`src/rtl/eev_pkg.sv`:
```
// Behaviour
// - Software interrupt instruction captures its 8-bit immediate into trap bits 9..2.
// - Software writes change only trap immediate bits 9..2.
// - Reserved bits of every exception register read as zero.
// - Reset or general exception loads its 12-bit code into general event code.
// - Software may rewrite general event code bits 11..0; upper bits read-only.
// - General event code is 0x000 after power-on reset, 0x020 after manual reset.
// - Interrupt acceptance loads a 12-bit source code into the interrupt event register.
// - Software may rewrite interrupt event bits 11..0; upper bits read-only.
// - Mirror interrupt event register at 0xA4000000 is read-only; writes ignored.
// - Memory-access exception stores the 32-bit logical address into fault address.
// - Fault address register is fully readable and writable over 32 bits.
// - Acceptance writes the code into general or interrupt registers by exception type.
// - Trap and address capture is one ordered step after save, before vector jump.
package eev_pkg;

   // ==========================================
   // Register byte addresses
   localparam logic [31:0] ADDR_IRQ_MIRROR = 32'hA4000000;
   localparam logic [31:0] ADDR_TRAP_IMM = 32'h0FFFFFD0;
   localparam logic [31:0] ADDR_GEN_EVENT = 32'h0FFFFFD4;
   localparam logic [31:0] ADDR_IRQ_EVENT = 32'h0FFFFFD8;
   localparam logic [31:0] ADDR_FAULT_ADDR = 32'h0FFFFFFC;
   localparam logic [31:0] ADDR_IRQ_STATUS = 32'h0FFFFFE0;
   localparam logic [31:0] ADDR_IRQ_MASK = 32'h0FFFFFE4;

   // ==========================================
   // Field layout and reset values
   localparam int TRAP_LSB = 2;
   localparam int TRAP_MSB = 9;
   localparam int CODE_MSB = 11;
   localparam logic [11:0] GEN_CODE_POR = 12'h000;
   localparam logic [11:0] GEN_CODE_MANUAL = 12'h020;
   localparam logic [7:0] TRAP_RESET = 8'h00;
   localparam logic [11:0] CODE_RESET = 12'h000;
   localparam logic [31:0] ADDR_RESET = 32'h00000000;
   localparam int NUM_EVT = 4;
   localparam int EVT_TRAP = 0;
   localparam int EVT_GEN = 1;
   localparam int EVT_IRQ = 2;
   localparam int EVT_FAULT = 3;

   // Acceptance step
   typedef enum {
      EEV_IDLE,
      EEV_CODE,
      EEV_CAPTURE
   } eev_state_t;

   // Exception request carried from the sequencer
   typedef struct packed {
      logic valid;
      logic isIrq;
      logic isTrap;
      logic isMemFault;
      logic [11:0] code;
      logic [7:0] trapImm;
      logic [31:0] faultAddr;
   } eev_exc_t;

   // Decoded APB access
   typedef struct packed {
      logic wr;
      logic rd;
      logic [31:0] addr;
      logic [31:0] wdata;
   } eev_acc_t;

endpackage

```
`src/rtl/eev_apb_slave.sv`:
```
`timescale 1ns/1ps
module eev_apb_slave (
   clk,
   rst,
   psel,
   penable,
   pwrite,
   paddr,
   pwdata,
   pready,
   pslverr,
   acc
);
   input wire logic clk;
   input wire logic rst;
   input wire logic psel;
   input wire logic penable;
   input wire logic pwrite;
   input wire logic [31:0] paddr;
   input wire logic [31:0] pwdata;
   output logic pready;
   output logic pslverr;
   output eev_pkg::eev_acc_t acc;

   // ==========================================
   // Zero-wait slave; access acts at the access phase edge
   always_comb begin
      pready = 1'b1;
      pslverr = 1'b0;
      acc.wr = psel & penable & pwrite;
      acc.rd = psel & penable & ~pwrite;
      acc.addr = paddr;
      acc.wdata = pwdata;
   end

   // Unused clock and reset kept for a uniform port list
   logic unusedTie;
   always_comb begin
      unusedTie = clk ^ rst;
   end
endmodule

```
`src/rtl/eev_reset_cause.sv`:
```
`timescale 1ns/1ps
module eev_reset_cause (
   clk,
   rst,
   manualResetReq,
   resetCode
);
   input wire logic clk;
   input wire logic rst;
   input wire logic manualResetReq;
   output logic [11:0] resetCode;

   // ==========================================
   // Manual reset pin crosses into clk domain
   logic manSync1;
   logic manSync2;
   logic [11:0] next_resetCode;

   always_comb begin
      next_resetCode = resetCode;
      if (manSync2) begin
         next_resetCode = eev_pkg::GEN_CODE_MANUAL;
      end
   end

   // Cause latched while rst high; power-on code by default
   always_ff @(posedge clk) begin
      manSync1 <= manualResetReq;
      manSync2 <= manSync1;
      if (rst & ~manSync2) begin
         resetCode <= eev_pkg::GEN_CODE_POR;
      end else begin
         resetCode <= next_resetCode;
      end
   end
endmodule

```
`src/rtl/eev_top.sv`:
```
`timescale 1ns/1ps
module eev_top (
   clk,
   rst,
   manualResetReq,
   psel,
   penable,
   pwrite,
   paddr,
   pwdata,
   prdata,
   pready,
   pslverr,
   excIn,
   excDone,
   irqOut
);
   input wire logic clk;
   input wire logic rst;
   input wire logic manualResetReq;
   input wire logic psel;
   input wire logic penable;
   input wire logic pwrite;
   input wire logic [31:0] paddr;
   input wire logic [31:0] pwdata;
   output logic [31:0] prdata;
   output logic pready;
   output logic pslverr;
   input wire eev_pkg::eev_exc_t excIn;
   output logic excDone;
   output logic irqOut;

   // ==========================================
   // Bus slave and reset cause
   eev_pkg::eev_acc_t acc;
   logic [11:0] resetCode;

   eev_apb_slave uBus (
      .clk(clk),
      .rst(rst),
      .psel(psel),
      .penable(penable),
      .pwrite(pwrite),
      .paddr(paddr),
      .pwdata(pwdata),
      .pready(pready),
      .pslverr(pslverr),
      .acc(acc)
   );

   eev_reset_cause uCause (
      .clk(clk),
      .rst(rst),
      .manualResetReq(manualResetReq),
      .resetCode(resetCode)
   );

   // Address match shared by write and read decode
   function automatic logic hit(input logic [31:0] a, input logic [31:0] ref_a);
      hit = (a == ref_a);
   endfunction

   // ==========================================
   // Acceptance sequencer
   eev_pkg::eev_state_t state;
   eev_pkg::eev_state_t next_state;
   eev_pkg::eev_exc_t held;
   eev_pkg::eev_exc_t next_held;
   logic next_excDone;

   // Request held, code written, then trap and address; done marks vector jump
   always_comb begin
      next_state = state;
      next_held = held;
      next_excDone = 1'b0;
      case (state)
         eev_pkg::EEV_IDLE: begin
            if (excIn.valid) begin
               next_held = excIn;
               next_state = eev_pkg::EEV_CODE;
            end
         end
         eev_pkg::EEV_CODE: begin
            next_state = eev_pkg::EEV_CAPTURE;
         end
         eev_pkg::EEV_CAPTURE: begin
            next_excDone = 1'b1;
            next_state = eev_pkg::EEV_IDLE;
         end
         default: begin
            next_state = eev_pkg::EEV_IDLE;
         end
      endcase
   end

   always_ff @(posedge clk) begin
      if (rst) begin
         state <= eev_pkg::EEV_IDLE;
         held <= '0;
         excDone <= 1'b0;
      end else begin
         state <= next_state;
         held <= next_held;
         excDone <= next_excDone;
      end
   end

   // ==========================================
   // Exception registers
   logic [7:0] trapImm;
   logic [11:0] genCode;
   logic [11:0] irqCode;
   logic [11:0] irqMirror;
   logic [31:0] faultAddr;
   logic [7:0] next_trapImm;
   logic [11:0] next_genCode;
   logic [11:0] next_irqCode;
   logic [11:0] next_irqMirror;
   logic [31:0] next_faultAddr;
   logic stepCode;
   logic stepCap;
   logic [eev_pkg::NUM_EVT-1:0] evt;

   // Software first, hardware capture after so it takes priority
   always_comb begin
      stepCode = (state == eev_pkg::EEV_CODE);
      stepCap = (state == eev_pkg::EEV_CAPTURE);
      next_trapImm = trapImm;
      next_genCode = genCode;
      next_irqCode = irqCode;
      next_irqMirror = irqMirror;
      next_faultAddr = faultAddr;
      evt = '0;
      if (acc.wr) begin
         if (hit(acc.addr, eev_pkg::ADDR_TRAP_IMM)) begin
            next_trapImm = acc.wdata[eev_pkg::TRAP_MSB:eev_pkg::TRAP_LSB];
         end else if (hit(acc.addr, eev_pkg::ADDR_GEN_EVENT)) begin
            next_genCode = acc.wdata[eev_pkg::CODE_MSB:0];
         end else if (hit(acc.addr, eev_pkg::ADDR_IRQ_EVENT)) begin
            next_irqCode = acc.wdata[eev_pkg::CODE_MSB:0];
         end else if (hit(acc.addr, eev_pkg::ADDR_FAULT_ADDR)) begin
            next_faultAddr = acc.wdata;
         end
         // Mirror address falls through: write ignored
      end
      if (stepCode) begin
         if (held.isIrq) begin
            next_irqCode = held.code;
            next_irqMirror = held.code;
            evt[eev_pkg::EVT_IRQ] = 1'b1;
         end else begin
            next_genCode = held.code;
            evt[eev_pkg::EVT_GEN] = 1'b1;
         end
      end
      if (stepCap) begin
         if (held.isTrap) begin
            next_trapImm = held.trapImm;
            evt[eev_pkg::EVT_TRAP] = 1'b1;
         end
         if (held.isMemFault) begin
            next_faultAddr = held.faultAddr;
            evt[eev_pkg::EVT_FAULT] = 1'b1;
         end
      end
   end

   // Reset loads the cause code; others are cleared to a defined value
   always_ff @(posedge clk) begin
      if (rst) begin
         trapImm <= eev_pkg::TRAP_RESET;
         genCode <= resetCode;
         irqCode <= eev_pkg::CODE_RESET;
         irqMirror <= eev_pkg::CODE_RESET;
         faultAddr <= eev_pkg::ADDR_RESET;
      end else begin
         trapImm <= next_trapImm;
         genCode <= next_genCode;
         irqCode <= next_irqCode;
         irqMirror <= next_irqMirror;
         faultAddr <= next_faultAddr;
      end
   end

   // ==========================================
   // Interrupt status and mask
   logic [eev_pkg::NUM_EVT-1:0] irqStatus;
   logic [eev_pkg::NUM_EVT-1:0] irqMask;
   logic [eev_pkg::NUM_EVT-1:0] next_irqStatus;
   logic [eev_pkg::NUM_EVT-1:0] next_irqMask;
   logic statusRead;

   // Read clears only the bits the reader was shown, since prdata was taken a cycle early;
   // an event landing at the setup edge or in the access cycle survives
   always_comb begin
      statusRead = acc.rd & hit(acc.addr, eev_pkg::ADDR_IRQ_STATUS);
      next_irqStatus = irqStatus;
      if (statusRead) begin
         next_irqStatus = irqStatus & ~prdata[eev_pkg::NUM_EVT-1:0];
      end
      next_irqStatus = next_irqStatus | evt;
      next_irqMask = irqMask;
      if (acc.wr & hit(acc.addr, eev_pkg::ADDR_IRQ_MASK)) begin
         next_irqMask = acc.wdata[eev_pkg::NUM_EVT-1:0];
      end
   end

   always_ff @(posedge clk) begin
      if (rst) begin
         irqStatus <= '0;
         irqMask <= '0;
      end else begin
         irqStatus <= next_irqStatus;
         irqMask <= next_irqMask;
      end
   end

   assign irqOut = |(irqStatus & irqMask);

   // ==========================================
   // Read data; reserved bits and unmapped addresses give zero
   logic [31:0] next_prdata;

   always_comb begin
      next_prdata = 32'h00000000;
      if (hit(paddr, eev_pkg::ADDR_TRAP_IMM)) begin
         next_prdata[eev_pkg::TRAP_MSB:eev_pkg::TRAP_LSB] = trapImm;
      end else if (hit(paddr, eev_pkg::ADDR_GEN_EVENT)) begin
         next_prdata[eev_pkg::CODE_MSB:0] = genCode;
      end else if (hit(paddr, eev_pkg::ADDR_IRQ_EVENT)) begin
         next_prdata[eev_pkg::CODE_MSB:0] = irqCode;
      end else if (hit(paddr, eev_pkg::ADDR_IRQ_MIRROR)) begin
         next_prdata[eev_pkg::CODE_MSB:0] = irqMirror;
      end else if (hit(paddr, eev_pkg::ADDR_FAULT_ADDR)) begin
         next_prdata = faultAddr;
      end else if (hit(paddr, eev_pkg::ADDR_IRQ_STATUS)) begin
         next_prdata[eev_pkg::NUM_EVT-1:0] = irqStatus;
      end else if (hit(paddr, eev_pkg::ADDR_IRQ_MASK)) begin
         next_prdata[eev_pkg::NUM_EVT-1:0] = irqMask;
      end
   end

   // Registered in setup phase, valid during access phase
   always_ff @(posedge clk) begin
      if (rst) begin
         prdata <= 32'h00000000;
      end else begin
         prdata <= next_prdata;
      end
   end

   // ==========================================
   // Checks
   AST_TRAP_CAPTURE: assert property (@(posedge clk) disable iff (rst)
      (stepCap && held.isTrap) |=> (trapImm == $past(held.trapImm)))
      else $error("trap immediate not captured");

   AST_HW_WINS: assert property (@(posedge clk) disable iff (rst)
      (stepCode && !held.isIrq) |=> (genCode == $past(held.code)))
      else $error("general code lost to software write");

   AST_IRQ_CODE: assert property (@(posedge clk) disable iff (rst)
      (stepCode && held.isIrq)
      |=> (irqCode == $past(held.code) && irqMirror == $past(held.code)))
      else $error("interrupt codes differ after capture");

   AST_MIRROR_RO: assert property (@(posedge clk) disable iff (rst)
      (!stepCode) |=> $stable(irqMirror))
      else $error("mirror changed without capture");

   AST_FAULT_CAP: assert property (@(posedge clk) disable iff (rst)
      (stepCap && held.isMemFault) |=> (faultAddr == $past(held.faultAddr)))
      else $error("fault address not captured");

   AST_FAULT_RW: assert property (@(posedge clk) disable iff (rst)
      (acc.wr && hit(acc.addr, eev_pkg::ADDR_FAULT_ADDR) && !stepCap)
      |=> (faultAddr == $past(acc.wdata)))
      else $error("fault address write lost");

   AST_TRAP_RSVD: assert property (@(posedge clk) disable iff (rst)
      (psel && !penable && hit(paddr, eev_pkg::ADDR_TRAP_IMM))
      |=> (prdata[31:10] == 22'h000000 && prdata[1:0] == 2'h0))
      else $error("trap reserved bits not zero");

   AST_ORDER: assert property (@(posedge clk) disable iff (rst)
      (state == eev_pkg::EEV_IDLE && excIn.valid) |=> ##1 stepCap ##1 excDone)
      else $error("acceptance order broken");

   AST_GEN_WR: assert property (@(posedge clk) disable iff (rst)
      (acc.wr && hit(acc.addr, eev_pkg::ADDR_GEN_EVENT) && !stepCode)
      |=> (genCode == $past(acc.wdata[11:0])))
      else $error("general code write lost");

   AST_RESET_CODE: assert property (@(posedge clk)
      $fell(rst) |-> (genCode == eev_pkg::GEN_CODE_POR
         || genCode == eev_pkg::GEN_CODE_MANUAL))
      else $error("bad reset code");
endmodule

```
`config.mk`:
```
export PLATFORM = sky130hd
export DESIGN_NAME = eev_top
export DESIGN_NICKNAME = d
export VERILOG_FILES = /design/src/rtl/eev_pkg.sv /design/src/rtl/eev_apb_slave.sv /design/src/rtl/eev_reset_cause.sv /design/src/rtl/eev_top.sv
export SDC_FILE = /design/constraint.sdc
export NUM_CORES = 1
export LEC_CHECK = 0
export BUFFER_PORTS_ARGS = -buffer_cell sky130_fd_sc_hd__buf_2
export CORE_AREA = 2 2 126 128
export CTS_CLUSTER_SIZE = 30
export DETAILED_ROUTE_END_ITERATION = 12
export DIE_AREA = 0 0 128 130
export PLACE_DENSITY = 0.87
export SYNTH_ARGS = -nofsm -noshare
export SYNTH_HDL_FRONTEND = slang
export SYNTH_HIERARCHICAL = 1
export SYNTH_SLANG_ARGS = --single-unit
```
`constraint.sdc`:
```
create_clock -name clk -period 2.4 [get_ports clk]
set_input_delay 0.12 -clock clk [delete_from_list [all_inputs] [get_ports clk]]
set_output_delay 0.12 -clock clk [all_outputs]
set_load 0.1 [all_outputs]
```
# ---- Word level (Yosys, flattened, before mapping)
# Index checks and enable logic that the tools add are counted.
# W data, S select, Z words.
dict set report op_classes {
  n_mux 42
  eq_ne 12
  n_reduce_logical 6
  n_bitwise 13
}
# op n
set ops {}
lappend ops {{$mux W32} 8}
lappend ops {{$eq A32 B28 Y1 const B} 6}
lappend ops {{$mux W12} 14}
lappend ops {{$eq A32 B2 Y1 const B} 2}
lappend ops {{$pmux W32 S2} 1}
lappend ops {{$mux W8} 6}
lappend ops {{$eq A32 B1 Y1 const B} 1}
lappend ops {{$eq A32 B3 Y1 const B} 1}
lappend ops {{$eq A32 B32 Y1 const B} 1}
lappend ops {{$logic_not A32 Y1} 1}
lappend ops {{$mux W4} 4}
lappend ops {{$and A4 B4 Y4} 2}
lappend ops {{$mux W1} 7}
lappend ops {{$and A1 B1 Y1} 6}
lappend ops {{$mux W6} 1}
lappend ops {{$reduce_or A6 Y1} 1}
lappend ops {{$not A4 Y4} 1}
lappend ops {{$or A4 B4 Y4} 1}
lappend ops {{$reduce_and A2 Y1} 2}
lappend ops {{$reduce_or A4 Y1} 1}
lappend ops {{$not A1 Y1} 3}
lappend ops {{$mux W2} 1}
lappend ops {{$ne A2 B2 Y1 const B} 1}
lappend ops {{$reduce_or A2 Y1} 1}
dict set report word_totals {
  output_inout_bits 36
  register_bits 207
}

# ---- Longest topological paths before layout
# Gate-level depths: netlist of run 1.
dict set report logic_depth {
  word_depth 8
  depth_mapped 8
}

# ---- Hierarchy
# The synthesis of run 1 kept the hierarchy.
# mod n_inst seq_area_each_um2 area_per_inst_um2 cells_each
set modules_own_cells {}
lappend modules_own_cells {eev_top 1 3483.3 7547.2 942}
lappend modules_own_cells {eev_apb_slave 1 0.0 519.2 70}
lappend modules_own_cells {eev_reset_cause 1 60.1 157.7 17}

# ---- Worst setup path before layout of run 1
# OpenSTA, ideal clock, no wires.
dict set report synth_timing {
  path_type {in2reg}
  start {input paddr[31]}
  end {register irqMask[0] in the netlist's numbering}
  arrival_ns 1.763
  required_ns 2.272
  slack_ns 0.510
  cell_stages 7
  cell_sequence {buf_4 nand4b_1 or4_1 or4_1 buf_2 mux2i_1 nor2_1}
}
dict set report synth_between {
  elab_chain_len 2
}
# element line
set synth_lines {}
lappend synth_lines {{from (decl)} eev_top.sv:24} ;# input wire logic [31:0] paddr;
lappend synth_lines {{$eq A32 B28 Y1} eev_top.sv:60} ;# hit = (a == ref_a);
lappend synth_lines {{$and A1 B1 Y1} eev_top.sv:203} ;# if (acc.wr & hit(acc.addr, eev_pkg::ADDR_IRQ_MASK)) begin
lappend synth_lines {{to (signal assigned)} eev_top.sv:214} ;# irqMask <= next_irqMask;
lappend synth_lines {{to (decl)} eev_top.sv:188} ;# logic [eev_pkg::NUM_EVT-1:0] irqMask;
# No other way between the ends.
# A chain may end at the register's enable or synchronous reset.

# ---- Worst setup path after layout of run 1
dict set report layout_timing {
  start {register state[1]}
  end {register trapImm[4]}
}
dict set report layout_between {
  elab_chain_len 2
}
# element line
set layout_lines {}
lappend layout_lines {{from (decl)} eev_top.sv:65} ;# eev_pkg::eev_state_t state;
lappend layout_lines {{from (signal assigned)} eev_top.sv:98} ;# state <= eev_pkg::EEV_IDLE;
lappend layout_lines {{from (signal assigned)} eev_top.sv:102} ;# state <= next_state;
lappend layout_lines {{$eq A32 B3 Y1} eev_top.sv:127} ;# stepCap = (state == eev_pkg::EEV_CAPTURE);
lappend layout_lines {{$mux W8} eev_top.sv:156} ;# if (stepCap) begin
lappend layout_lines {{to (signal assigned)} eev_top.sv:171} ;# trapImm <= eev_pkg::TRAP_RESET;
lappend layout_lines {{to (signal assigned)} eev_top.sv:177} ;# trapImm <= next_trapImm;
lappend layout_lines {{to (decl)} eev_top.sv:110} ;# logic [7:0] trapImm;
# No other way between the ends.

==> key figures, run 1 <==
Outcome
  • Status: finished, final reports clean

Drt
  • Drt total wl: 23,300 microns
  • DRT antenna net count: 0
  • Drt first pass iters: 6
  • WL/cell: 17.3 microns
  • DR vias: 7,835
  • DRC Markers: 0
  • First DRT Iteration DRCs: 779
  • Via density: 5.80

Clocking
  • Clk Latency, worst-skew pair: 0.43 ns
  • Root buf cell: clkbuf_16
  • H-tree Lvls: 4
  • Clock Tree Buf Depth: 2
  • CTS buffer count: 17
  • CTS tree: done
  • Clk sink count: 177
  • Post_cts resized: 0
  • Clock-pin slew on the worst setup and hold paths: 0.06 ns
  • Postcts setup bufs: 0

STA
  • Slew @ Worst Pin: 0.717 ns
  • Slew headroom: 52.2%
  • Fmax: 574 MHz
  • Setup total negative slack: 0 ns
  • Final Hold Fails: 0
  • Clock Skews: 0.00697 ns
  • Final-report setup violation count: 0
  • Clock period minus worst slack: 1.74 ns
  • Final Cycle Share: 72.6%
  • Final slew viol count: 0
  • RSZ-0062 raised after global routing: false

Floorplanning
  • Die area: 0.0166 sq mm
  • Die Y: 130 microns
  • Core area: 0.0154 sq mm
  • IO Count: 162
  • Die W: 128 microns
  • Site Rows: 46
  • Initial core utilization: 53.3%

Global routing
  • Largest net degree at the start of global routing: 68
  • Vias in the first global route: 7,262
  • Initial antenna violation count: 2
  • Congestion Overflow GR: 0
  • GRT Util Overall: 27.7%
  • First-pass GRT wire length: 36,200 microns

Yosys
  • Post-Synth Adder-Cell Area: 0%
  • Most used DFF post-synth: dfxtp_1
  • Ranking of synthesized cells by area: dfxtp_1 43%, nand2_1 7.8%, buf_4 7.0%
  • XOR/XNOR share of the synthesized area: 0%
  • Synth area leader: dfxtp_1
  • Yosys top cell area share: 43.1%
  • #FFs+latches synth: 177
  • Synthesized instance count: 1,029
  • Sequential cell area fraction in the yosys report: 43.1%
  • Yosys cell types: 46
  • Mux cell area share after synthesis: 3.19%
  • EDFF count, synth: 0
  • Post-Synth Simple-Gate Area: 29.8%
  • Synthesized area per cell: 7.99 sq um
  • YS warnings: 6
  • Async S/R FF share, synth: 0%
  • Cell with the most instances after synthesis: dfxtp_1
  • Largest family of logic cells by synthesized area: simple AND/OR/NAND/NOR gates
  • Mapped Area: 0.00822 sq mm
  • Compound-Gate Fraction of Synth Area: 12.5%
  • Most instantiated cells after synthesis: 177 x dfxtp_1, 171 x nand2_1, 95 x nor3_1, 83 x a21oi_1, 77 x buf_4

Final layout
  • Fin nets: 1,271
  • Share of layout cells above drive strength 1: 19.4%
  • Final Util: 63.6%
  • Area Growth Syn to Fin: 19.3%

Run
  • Max Cap Viol: 0

Hold path
  • Worst min path class: in -> reg

Setup path
  • CP arrival: 2.01 ns
  • Element type at the critical path end: flip-flop
  • Worst path max stage delay: 0.47 ns
  • Bufs and invs on worst path: 0
  • Critical path class: reg -> reg
  • Critical Path Slowest Stage Cell: nand2_1
  • Worst-path maximum fanout: 17
  • Type of origin of the critical path: flip-flop
  • Critical-path cell list: nor2b_1 -> nand2_1 -> nor2_1 -> a211oi_1
  • CP delay by family, top: simple AND/OR/NAND/NOR gates
  • CP Data Required Time: 2.67 ns

Pwr
  • Internal power: 4.85 mW
  • LEAKAGE: 4.19 nW
  • Worst VDD drop: 0.000581 V
  • Comb power frac: 9.6%
  • Net Switching: 1.54 mW
  • Power per standard cell area: 652 mW/mm^2
  • Seq pwr share: 48.7%
  • Share of power burned in the clock network: 41.8%
  • Switching Share: 24.1%

Placed design
  • IO buf count: 159
  • Placer Congestion: 0.918
  • Post-DP HPWL: 15,000 microns
==> layout make-up <==
cell class	count	area [sq um]
clock inverter	9	80.1
multi-input combinational	695	3800
sequential	177	3540
fill	1265	5610
timing repair buffer	239	1600
inverter	15	56.3
tap	192	240
clock buffer	23	488
antenna	1	2.50
==> power groups by stage <==
stage                     combinational, mW  sequential (mW)  clock [mW]
final                                 0.611             3.11        2.67
after detailed placement              0.522             3.17           0
after CTS                             0.598             3.11        2.69
after global placement                0.508             3.17           0
after floorplan                       0.405             3.15           0
after global routing                  0.672             3.12        2.81
==> per-stage QoR <==
| step | power (mW) | worst slack [ns] | instance area (sq um) | std cells | hold slack, ns |
|---|---|---|---|---|---|
| floorplan | 3.56 | 0.510 | 8260 | 1039 | 0.148 |
| global placement | 3.68 | 0.403 | 8680 | 1262 | 0.228 |
| detailed placement | 3.70 | 0.351 | 8680 | 1262 | 0.225 |
| CTS | 6.40 | 0.706 | 9810 | 1350 | 0.0312 |
| global route | 6.61 | 0.526 | 9810 | 1350 | 0.0495 |
| finish | 6.39 | 0.659 | 9810 | 1351 | 0.0352 |
==> worst min-delay path: stages <==
cell and delay, ns:
buf_2 0.15, mux2i_1 0.08, nor2_1 0.07
==> layer usage <==
layer	share of wire, %	wire, microns	vias up	global-route usage [%]
met4	3.6	836	0	13.0
li1	-	-	3745	-
met3	7.7	1790	81	5.95
met5	0	0	-	0
met2	48	11200	382	47.2
met1	41	9490	3627	33.8
==> path summary, 6_finish.rpt <==
check                                     start               to  slack (ns)  cells past startpoint
worst max-delay path                   state[1]       trapImm[4]        0.66                      4
worst min-delay path                  pwdata[3]       irqMask[3]        0.04                      3
worst max register to register         state[1]       trapImm[4]        0.66                      4
worst min register to register  uCause/manSync1  uCause/manSync2        0.33                      0
==> repair_timing <==
action | CTS | global route
hold buffers | 56 | 0
hold endpoints to repair | 56 | 0
endpoints found under the setup margin | 0 | 0
==> cells by family (layout without fill, tap and decap cells) <==
group,count (synthesis),count (layout)
other,3,14
buffers and inverters,167,286
flip-flops,177,177
AO/OA/AOI/OAI,166,166
AND/OR/NAND/NOR,490,490
multiplexers,26,26
==> layout by cell type (no fill, tap or decap), types with 5 or more instances in the layout <==
cell           synthesis  layout
nor4b_1                6       6
nor3b_1               15      15
and2_1                23      21
dfxtp_1              177     177
a21oi_1               83      83
clkbuf_16              0      17
dlygate4sd3_1          0      56
a211oi_1              24      24
conb_1                 3      13
a22o_1                 6       6
or4_1                  7       7
a22oi_1               10      10
a21o_1                 5       5
inv_1                 15      15
o21a_1                12      12
o21ai_0               12      12
and4_1                 5       5
nor2_1                75      75
nand2_1              171     170
buf_2                 11     158
clkinv_2               0       5
buf_4                 77      20
buf_12                 0       5
nand4_1               20      20
nor4_1                39      39
mux2i_1               24      24
nor3_1                95      94
o221ai_1              10      10
nand3_1                6       6
==> registers in the layout, indices dropped and copies added (netlist names), 8 cells and up <==
register   count
faultAddr     32
trapImm        8
irqCode       12
held          55
irqMirror     12
genCode       12
prdata        32
Note: power is estimated with default switching activity, not from simulation.
==> run 2: changes to the inputs <==
--- a/config.mk
+++ b/config.mk
@@ -6,11 +6,11 @@
 export NUM_CORES = 1
 export LEC_CHECK = 0
 export BUFFER_PORTS_ARGS = -buffer_cell sky130_fd_sc_hd__buf_2
-export CORE_AREA = 2 2 126 128
+export CORE_AREA = 2 2 132 134
 export CTS_CLUSTER_SIZE = 30
 export DETAILED_ROUTE_END_ITERATION = 12
-export DIE_AREA = 0 0 128 130
-export PLACE_DENSITY = 0.87
+export DIE_AREA = 0 0 134 136
+export PLACE_DENSITY = 0.84
 export SYNTH_ARGS = -nofsm -noshare
 export SYNTH_HDL_FRONTEND = slang
 export SYNTH_HIERARCHICAL = 1
==> constraint.sdc (replaced) <==
create_clock -name clk -period 1.5 [get_ports clk]
set_input_delay 0.075 -clock clk [delete_from_list [all_inputs] [get_ports clk]]
set_output_delay 0.075 -clock clk [all_outputs]
set_load 0.1 [all_outputs]
==> key figures, run 2 (same netlist as run 1, synthesis figures left out) <==
Outcome
  • Status: finished, final reports clean

Global routing
  • Met1 Use GR: 32.4% (-1.4 points)
  • Routing usage on met2: 45.3% (-1.9 points)
  • Met3 usage: 6.34% (+0.39 points)
  • Vias in the first global route: 7,648 (+5.3%)
  • GRT Util Overall: 26.6% (-1.2 points)
  • Largest net degree at the start of global routing: 59 (-13%)
  • Congestion Overflow GR: 0 (unchanged)
  • Grt peak-use layer: met2
  • First-pass GRT wire length: 38,200 microns (+5.7%)
  • Initial antenna violation count: 1 (-1)

Floorplanning
  • Die Y: 136 microns (+4.6%)
  • IO Count: 162 (unchanged)
  • Initial core utilization: 48.7% (-4.6 points)
  • Die W: 134 microns (+4.7%)
  • Die area: 0.0182 sq mm (+9.5%)
  • Core area: 0.0169 sq mm (+9.4%)
  • Site Rows: 48 (+4.3%)

STA
  • Final-report setup violation count: 0 (unchanged)
  • Clock Skews: 0.00652 ns (-0.000449 ns)
  • Final Hold Fails: 0 (unchanged)
  • Final Cycle Share: 99.5%
  • Final slew viol count: 0 (unchanged)
  • Clock period minus worst slack: 1.49 ns
  • Final critical-path setup slack: 0.00824 ns (-0.650 ns)
  • Fmax: 670 MHz
  • Min Hold Slack: 0.0101 ns (-0.0251 ns)

Clocking
  • H-tree Lvls: 4 (unchanged)
  • Clock Tree Buf Depth: 2 (unchanged)
  • Root buf cell: clkbuf_16
  • CTS buffer count: 17 (unchanged)
  • Clk sink count: 177 (unchanged)
  • CTS tree: done
  • Clock-pin slew on the worst setup and hold paths: 0.07 ns (about the same)
  • Clk Latency, worst-skew pair: 0.43 ns (about the same)

Hold path
  • Worst hold path depth: 3 (unchanged)
  • Worst min path class: in -> reg
  • Min-delay src: pwdata[25]
  • Hold Crit Endpoint: faultAddr[25]

Final layout
  • Multi-input gate area: 0.00393 sq mm (+3.3%)
  • Area Growth Syn to Fin: 30.5%
  • Most frequent cells in the layout: 175 x dfxtp_1, 170 x nand2_1, 157 x buf_2
  • Fillers: 1,374 (+8.6%)
  • Max FFs per register: 55 (unchanged)
  • Finished layout cell area: 0.0107 sq mm (+9.4%)
  • Ant diodes: 0 (-1)
  • Final Util: 63.6% (about the same)
  • Share of layout cells above drive strength 1: 25.7% (+6.3 points)
  • Biggest regs: held (55), faultAddr (32), prdata (32)
  • Biggest register: held
  • Fin nets: 1,339 (+5.4%)
  • Register area: 0.00355 sq mm (about the same)
  • Most common cell after layout, fill and taps aside: dfxtp_1

Setup path
  • Worst-path maximum fanout: 8 (-9)
  • CP Data Required Time: 1.83 ns (-0.84 ns)
  • Type of origin of the critical path: input pin
  • Worst Reg-to-Reg Cells: 5 (+1)
  • R2r startpoint: state[1]
  • Worst reg2reg path endpoint: faultAddr[5]
  • CP arrival: 1.82 ns (-0.19 ns)
  • R2r setup slk: 0.07 ns (-0.59 ns)
  • Element type at the critical path end: flip-flop
  • Critical path class: in -> reg

Drt
  • DRT antenna net count: 0 (unchanged)
  • Drt total wl: 25,500 microns (+9.5%)
  • Drt first pass iters: 5 (-1)
  • First DRT Iteration DRCs: 765 (-1.8%)
  • DR vias: 8,193 (+4.6%)
  • Via density: 5.65 (-2.6%)
  • DRC Markers: 0 (unchanged)
  • WL/cell: 17.6 microns (+1.9%)

Pwr
  • Power per standard cell area: 984 mW/mm^2 (+51%)
  • Switching Share: 24.0% (-0.19 points)
  • Worst VDD drop: 0.000882 V (+52%)
  • Comb power frac: 10.5% (+0.9 points)
  • Share of power burned in the clock network: 42.3% (+0.5 points)
  • Seq pwr share: 47.2% (-1.5 points)
  • Internal power: 8.03 mW (+66%)
  • Net Switching: 2.53 mW (+64%)
  • LEAKAGE: 4.66 nW (+11%)
  • Power after layout: 10.6 mW (+65%)

Placed design
  • Worst slack, placed: -0.456 ns (-0.808 ns)
  • Placer Congestion: 0.910 (-0.86%)
  • IO buf count: 159 (unchanged)
  • Placed Area: 0.00939 sq mm (+8.2%)
  • Post-DP HPWL: 16,100 microns (+7.7%)

Run
  • Max Cap Viol: 0 (unchanged)
## run 2: changes by cell type in the layout (fill, tap and decap cells not counted), moves of 3 or more
cell      before  now
buf_4         20   72
buf_12         5   17
o221ai_1      10    5
o221ai_2       0    5
or4_1          7    2
or4_4          0    5
clkinv_2       5    2
nor3_1        94   91
nor3_2         1    4
o21ai_0       12    9
o21ai_1        0    3
## run 2: layer usage
metal	up-vias	wire, microns
li1	3885	-
met1	3830	10300
met2	396	12300
met3	80	2110
met4	2	867
met5	-	13
## run 2: timing repair
| action | CTS | global route |
|---|---|---|
| endpoints found under the hold margin | 57 | 0 |
| pin swaps | 1 | 22 |
| gates resized for setup | 5 | 20 |
| hold buffers | 57 | 0 |
| gates cloned | 1 | 3 |
| setup buffers | 0 | 1 |
| endpoints found under the setup margin | 5 | 73 |
## run 2: worst max-delay path by stage
stage / startpoint / to / slack, ns
after floorplan: paddr[30] / irqMask[0] / -0.33
after global placement: paddr[30] / irqMask[1] / -0.41
after detailed placement: paddr[29] / irqStatus[3] / -0.46
after CTS: paddr[30] / faultAddr[23] / 0.008
after global routing: paddr[30] / faultAddr[1] / -0.12
final: paddr[31] / faultAddr[1] / 0.008
## run 2: power by group through the flow
stage                     clock network, mW  registers (mW)  logic [mW]
after floorplan                           0            5.05       0.654
final                                  4.46            4.98        1.11
after detailed placement                  0            5.08       0.954
after global routing                   4.70            4.99        1.21
after global placement                    0            5.07       0.927
after CTS                              4.48            4.98        1.08
## run 2: critical path: stages
cell and delay [ns]:
buf_2 0.11, nand4b_1 0.27, nor4_4 0.35, buf_4 0.18, and4_4 0.30, buf_6 0.19, nor3_1 0.06, nor4_1 0.28
## run 2: cell type report
class                      count  share of cell area [%]
clock buffer                  24                    4.58
clock inverter                 8                   0.956
inverter                      15                   0.525
multi-input combinational    695                    36.6
sequential                   177                    33.0
tap                          225                    2.62
timing repair buffer         307                    21.7
## run 2: stage by stage
| stage | TNS (ns) | cells |
|---|---|---|
| 3_5_place_dp | -32.58 | 1357 |
| 2_1_floorplan | -12.21 | 1039 |
| 6_report | 0 | 1451 |
| 5_1_grt | -0.131 | 1451 |
| 4_1_cts | 0 | 1447 |
| 3_3_place_gp | -28.97 | 1357 |
==> run 3: changes to the inputs <==
--- a/config.mk
+++ b/config.mk
@@ -6,10 +6,13 @@
 export NUM_CORES = 1
 export LEC_CHECK = 0
 export BUFFER_PORTS_ARGS = -buffer_cell sky130_fd_sc_hd__buf_2
-export CORE_AREA = 2 2 132 134
+export CELL_PAD_IN_SITES_DETAIL_PLACEMENT = 1
+export CELL_PAD_IN_SITES_GLOBAL_PLACEMENT = 2
+export CORE_AREA = 2 2 172 174
 export CTS_CLUSTER_SIZE = 30
 export DETAILED_ROUTE_END_ITERATION = 12
-export DIE_AREA = 0 0 134 136
+export DIE_AREA = 0 0 174 176
+export GPL_TIMING_DRIVEN = 0
 export PLACE_DENSITY = 0.84
 export SYNTH_ARGS = -nofsm -noshare
 export SYNTH_HDL_FRONTEND = slang
==> key figures, run 3 (same netlist as run 1, synthesis figures left out) <==
Clocking
  • Clock Tree Buf Depth: 2 (unchanged)
  • Clk Latency, worst-skew pair: 0.44 ns (about the same)
  • CTS buffer count: 17 (unchanged)
  • H-tree Lvls: 4 (unchanged)
  • Root buf cell: clkbuf_16
  • Clock-pin slew on the worst setup and hold paths: 0.08 ns (about the same)
  • Clk sink count: 177 (unchanged)
  • CTS tree: done

Floorplanning
  • IO Count: 162 (unchanged)
  • Die W: 174 microns (+30%)
  • Die Y: 176 microns (+29%)
  • Initial core utilization: 28.8% (-20 points)
  • Site Rows: 62 (+29%)
  • Core area: 0.0285 sq mm (+69%)
  • Die area: 0.0306 sq mm (+68%)

STA
  • Setup total negative slack: -1.20 ns (-1.20 ns)
  • Fmax: 586 MHz (-13%)
  • Final critical-path setup slack: -0.207 ns (-0.215 ns)
  • Final-report setup violation count: 25 (+25)
  • Slew @ Worst Pin: 0.706 ns
  • Final Cycle Share: 114% (+14 points)
  • Final slew viol count: 0 (unchanged)
  • Final Hold Fails: 0 (unchanged)
  • RSZ-0062 raised after global routing: true
  • Slew headroom: 52.9%
  • Clock Skews: 0.0149 ns (+0.00834 ns)
  • Min Hold Slack: 0.00293 ns (-0.00713 ns)
  • Clock period minus worst slack: 1.71 ns (+0.215 ns)

Global routing
  • Initial antenna violation count: 3 (+2)
  • GRT Util Overall: 20.5% (-6.1 points)
  • First-pass GRT wire length: 48,200 microns (+26%)
  • Largest net degree at the start of global routing: 22 (-63%)
  • Vias in the first global route: 8,522 (+11%)
  • Congestion Overflow GR: 0 (unchanged)

Setup path
  • Type of origin of the critical path: flip-flop
  • Critical path class: reg -> reg
  • Worst path max stage delay: 0.39 ns (+0.04 ns)
  • Element type at the critical path end: flip-flop
  • Critical Path Slowest Stage Cell: nor4_1
  • CP Data Required Time: 1.81 ns (-0.02 ns)
  • CP arrival: 2.02 ns (+0.20 ns)
  • Critical-path cell list: nor2b_4 -> and2_4 -> buf_8 -> clkbuf_8 -> nor3_1 -> nor4_1
  • Worst-path maximum fanout: 10 (+2)

Final layout
  • Most frequent cells in the layout: 174 x dfxtp_1, 167 x nand2_1, 127 x buf_2
  • Fin nets: 1,418 (+5.9%)
  • Max FFs per register: 55 (unchanged)
  • Final Util: 43.6% (-20 points)
  • Finished layout cell area: 0.0125 sq mm (+16%)
  • Fillers: 3,425 (+150%)
  • Biggest regs: held (55), faultAddr (32), prdata (32)
  • Area Growth Syn to Fin: 51.4%
  • Share of layout cells above drive strength 1: 34.4% (+8.7 points)
  • Most common cell after layout, fill and taps aside: dfxtp_1
  • Biggest register: held

Pwr
  • Worst VDD drop: 0.000467 V (-47%)
  • Power after layout: 11.1 mW (+5.0%)
  • Power per standard cell area: 890 mW/mm^2 (-9.6%)
  • LEAKAGE: 5.19 nW (+11%)

Drt
  • Drt total wl: 35,200 microns (+38%)
  • DRC Markers: 0 (unchanged)
  • First DRT Iteration DRCs: 616 (-19%)
  • Via density: 5.13 (-9.2%)
  • DRT antenna net count: 0 (unchanged)
  • Drt first pass iters: 5 (unchanged)
  • DR vias: 8,673 (+5.9%)
  • WL/cell: 20.8 microns (+18%)

Placed design
  • Placer Congestion: 0.903 (-0.86%)
  • Post-DP HPWL: 23,200 microns (+44%)
  • Placed Area: 0.00946 sq mm (+0.76%)
  • IO buf count: 126 (-21%)

Hold path
  • Worst min path class: in -> reg

Outcome
  • Status: finished with violations
  • Violated checks: negative setup slack

Run
  • Max Cap Viol: 0 (unchanged)
-- run 3: timing repair --
item / 4_1_cts / 5_1_grt
gates resized for setup: 102 / 211
hold buffers: 73 / 2
gates cloned: 0 / 12
setup buffers: 14 / 15
pin swaps: 16 / 89
setup endpoints to repair: 168 / 125
hold endpoints to repair: 73 / 2
-- run 3: routing by layer --
layer / share of wire, % / global-route usage (%)
met5: 0 / 0
met4: 3.0 / 6.13
met3: 5.3 / 3.79
met2: 49 / 34.1
met1: 43 / 27.0
-- run 3: report_power, final --
part	total (mW)	internal [mW]	switching, mW
sequential	5.01	4.86	0.146
combinational	1.38	0.625	0.750
clock	4.70	2.31	2.39
total	11.1	7.79	3.29
-- run 3: cell type report --
cell class                 count  area, sq um  area share, %
timing repair buffer         242         1930           15.5
buffer                       144         1170           9.41
clock inverter                15          201           1.62
antenna                        2         5.00         0.0402
clock buffer                  17          425           3.42
tap                          384          480           3.86
multi-input combinational    695         4630           37.2
sequential                   177         3550           28.5
inverter                      15         56.3          0.452
-- run 3: metrics by stage --
stage	worst slack [ns]	std cells
5_1_grt	-0.240	1691
2_1_floorplan	-0.330	1039
4_1_cts	-0.147	1661
6_report	-0.207	1691
3_3_place_gp	-0.908	1549
3_5_place_dp	-0.970	1549
-- run 3: worst max-delay path: cells and delay by family (launching register included) --
kind	cells	cell delay (ns)
buffers and inverters	2	0.34
flip-flops	1	0.37
AND/OR/NAND/NOR	4	0.85
-- run 3: final timing paths --
kind | startpoint | endpoint | slack [ns] | cells after the start
setup / recovery | state[1] | faultAddr[14] | -0.21 | 6
hold / removal | pwdata[23] | faultAddr[23] | 0.003 | 3
setup reg to reg | state[1] | faultAddr[14] | -0.21 | 6
hold reg to reg | uCause/manSync1 | uCause/manSync2 | 0.33 | 0
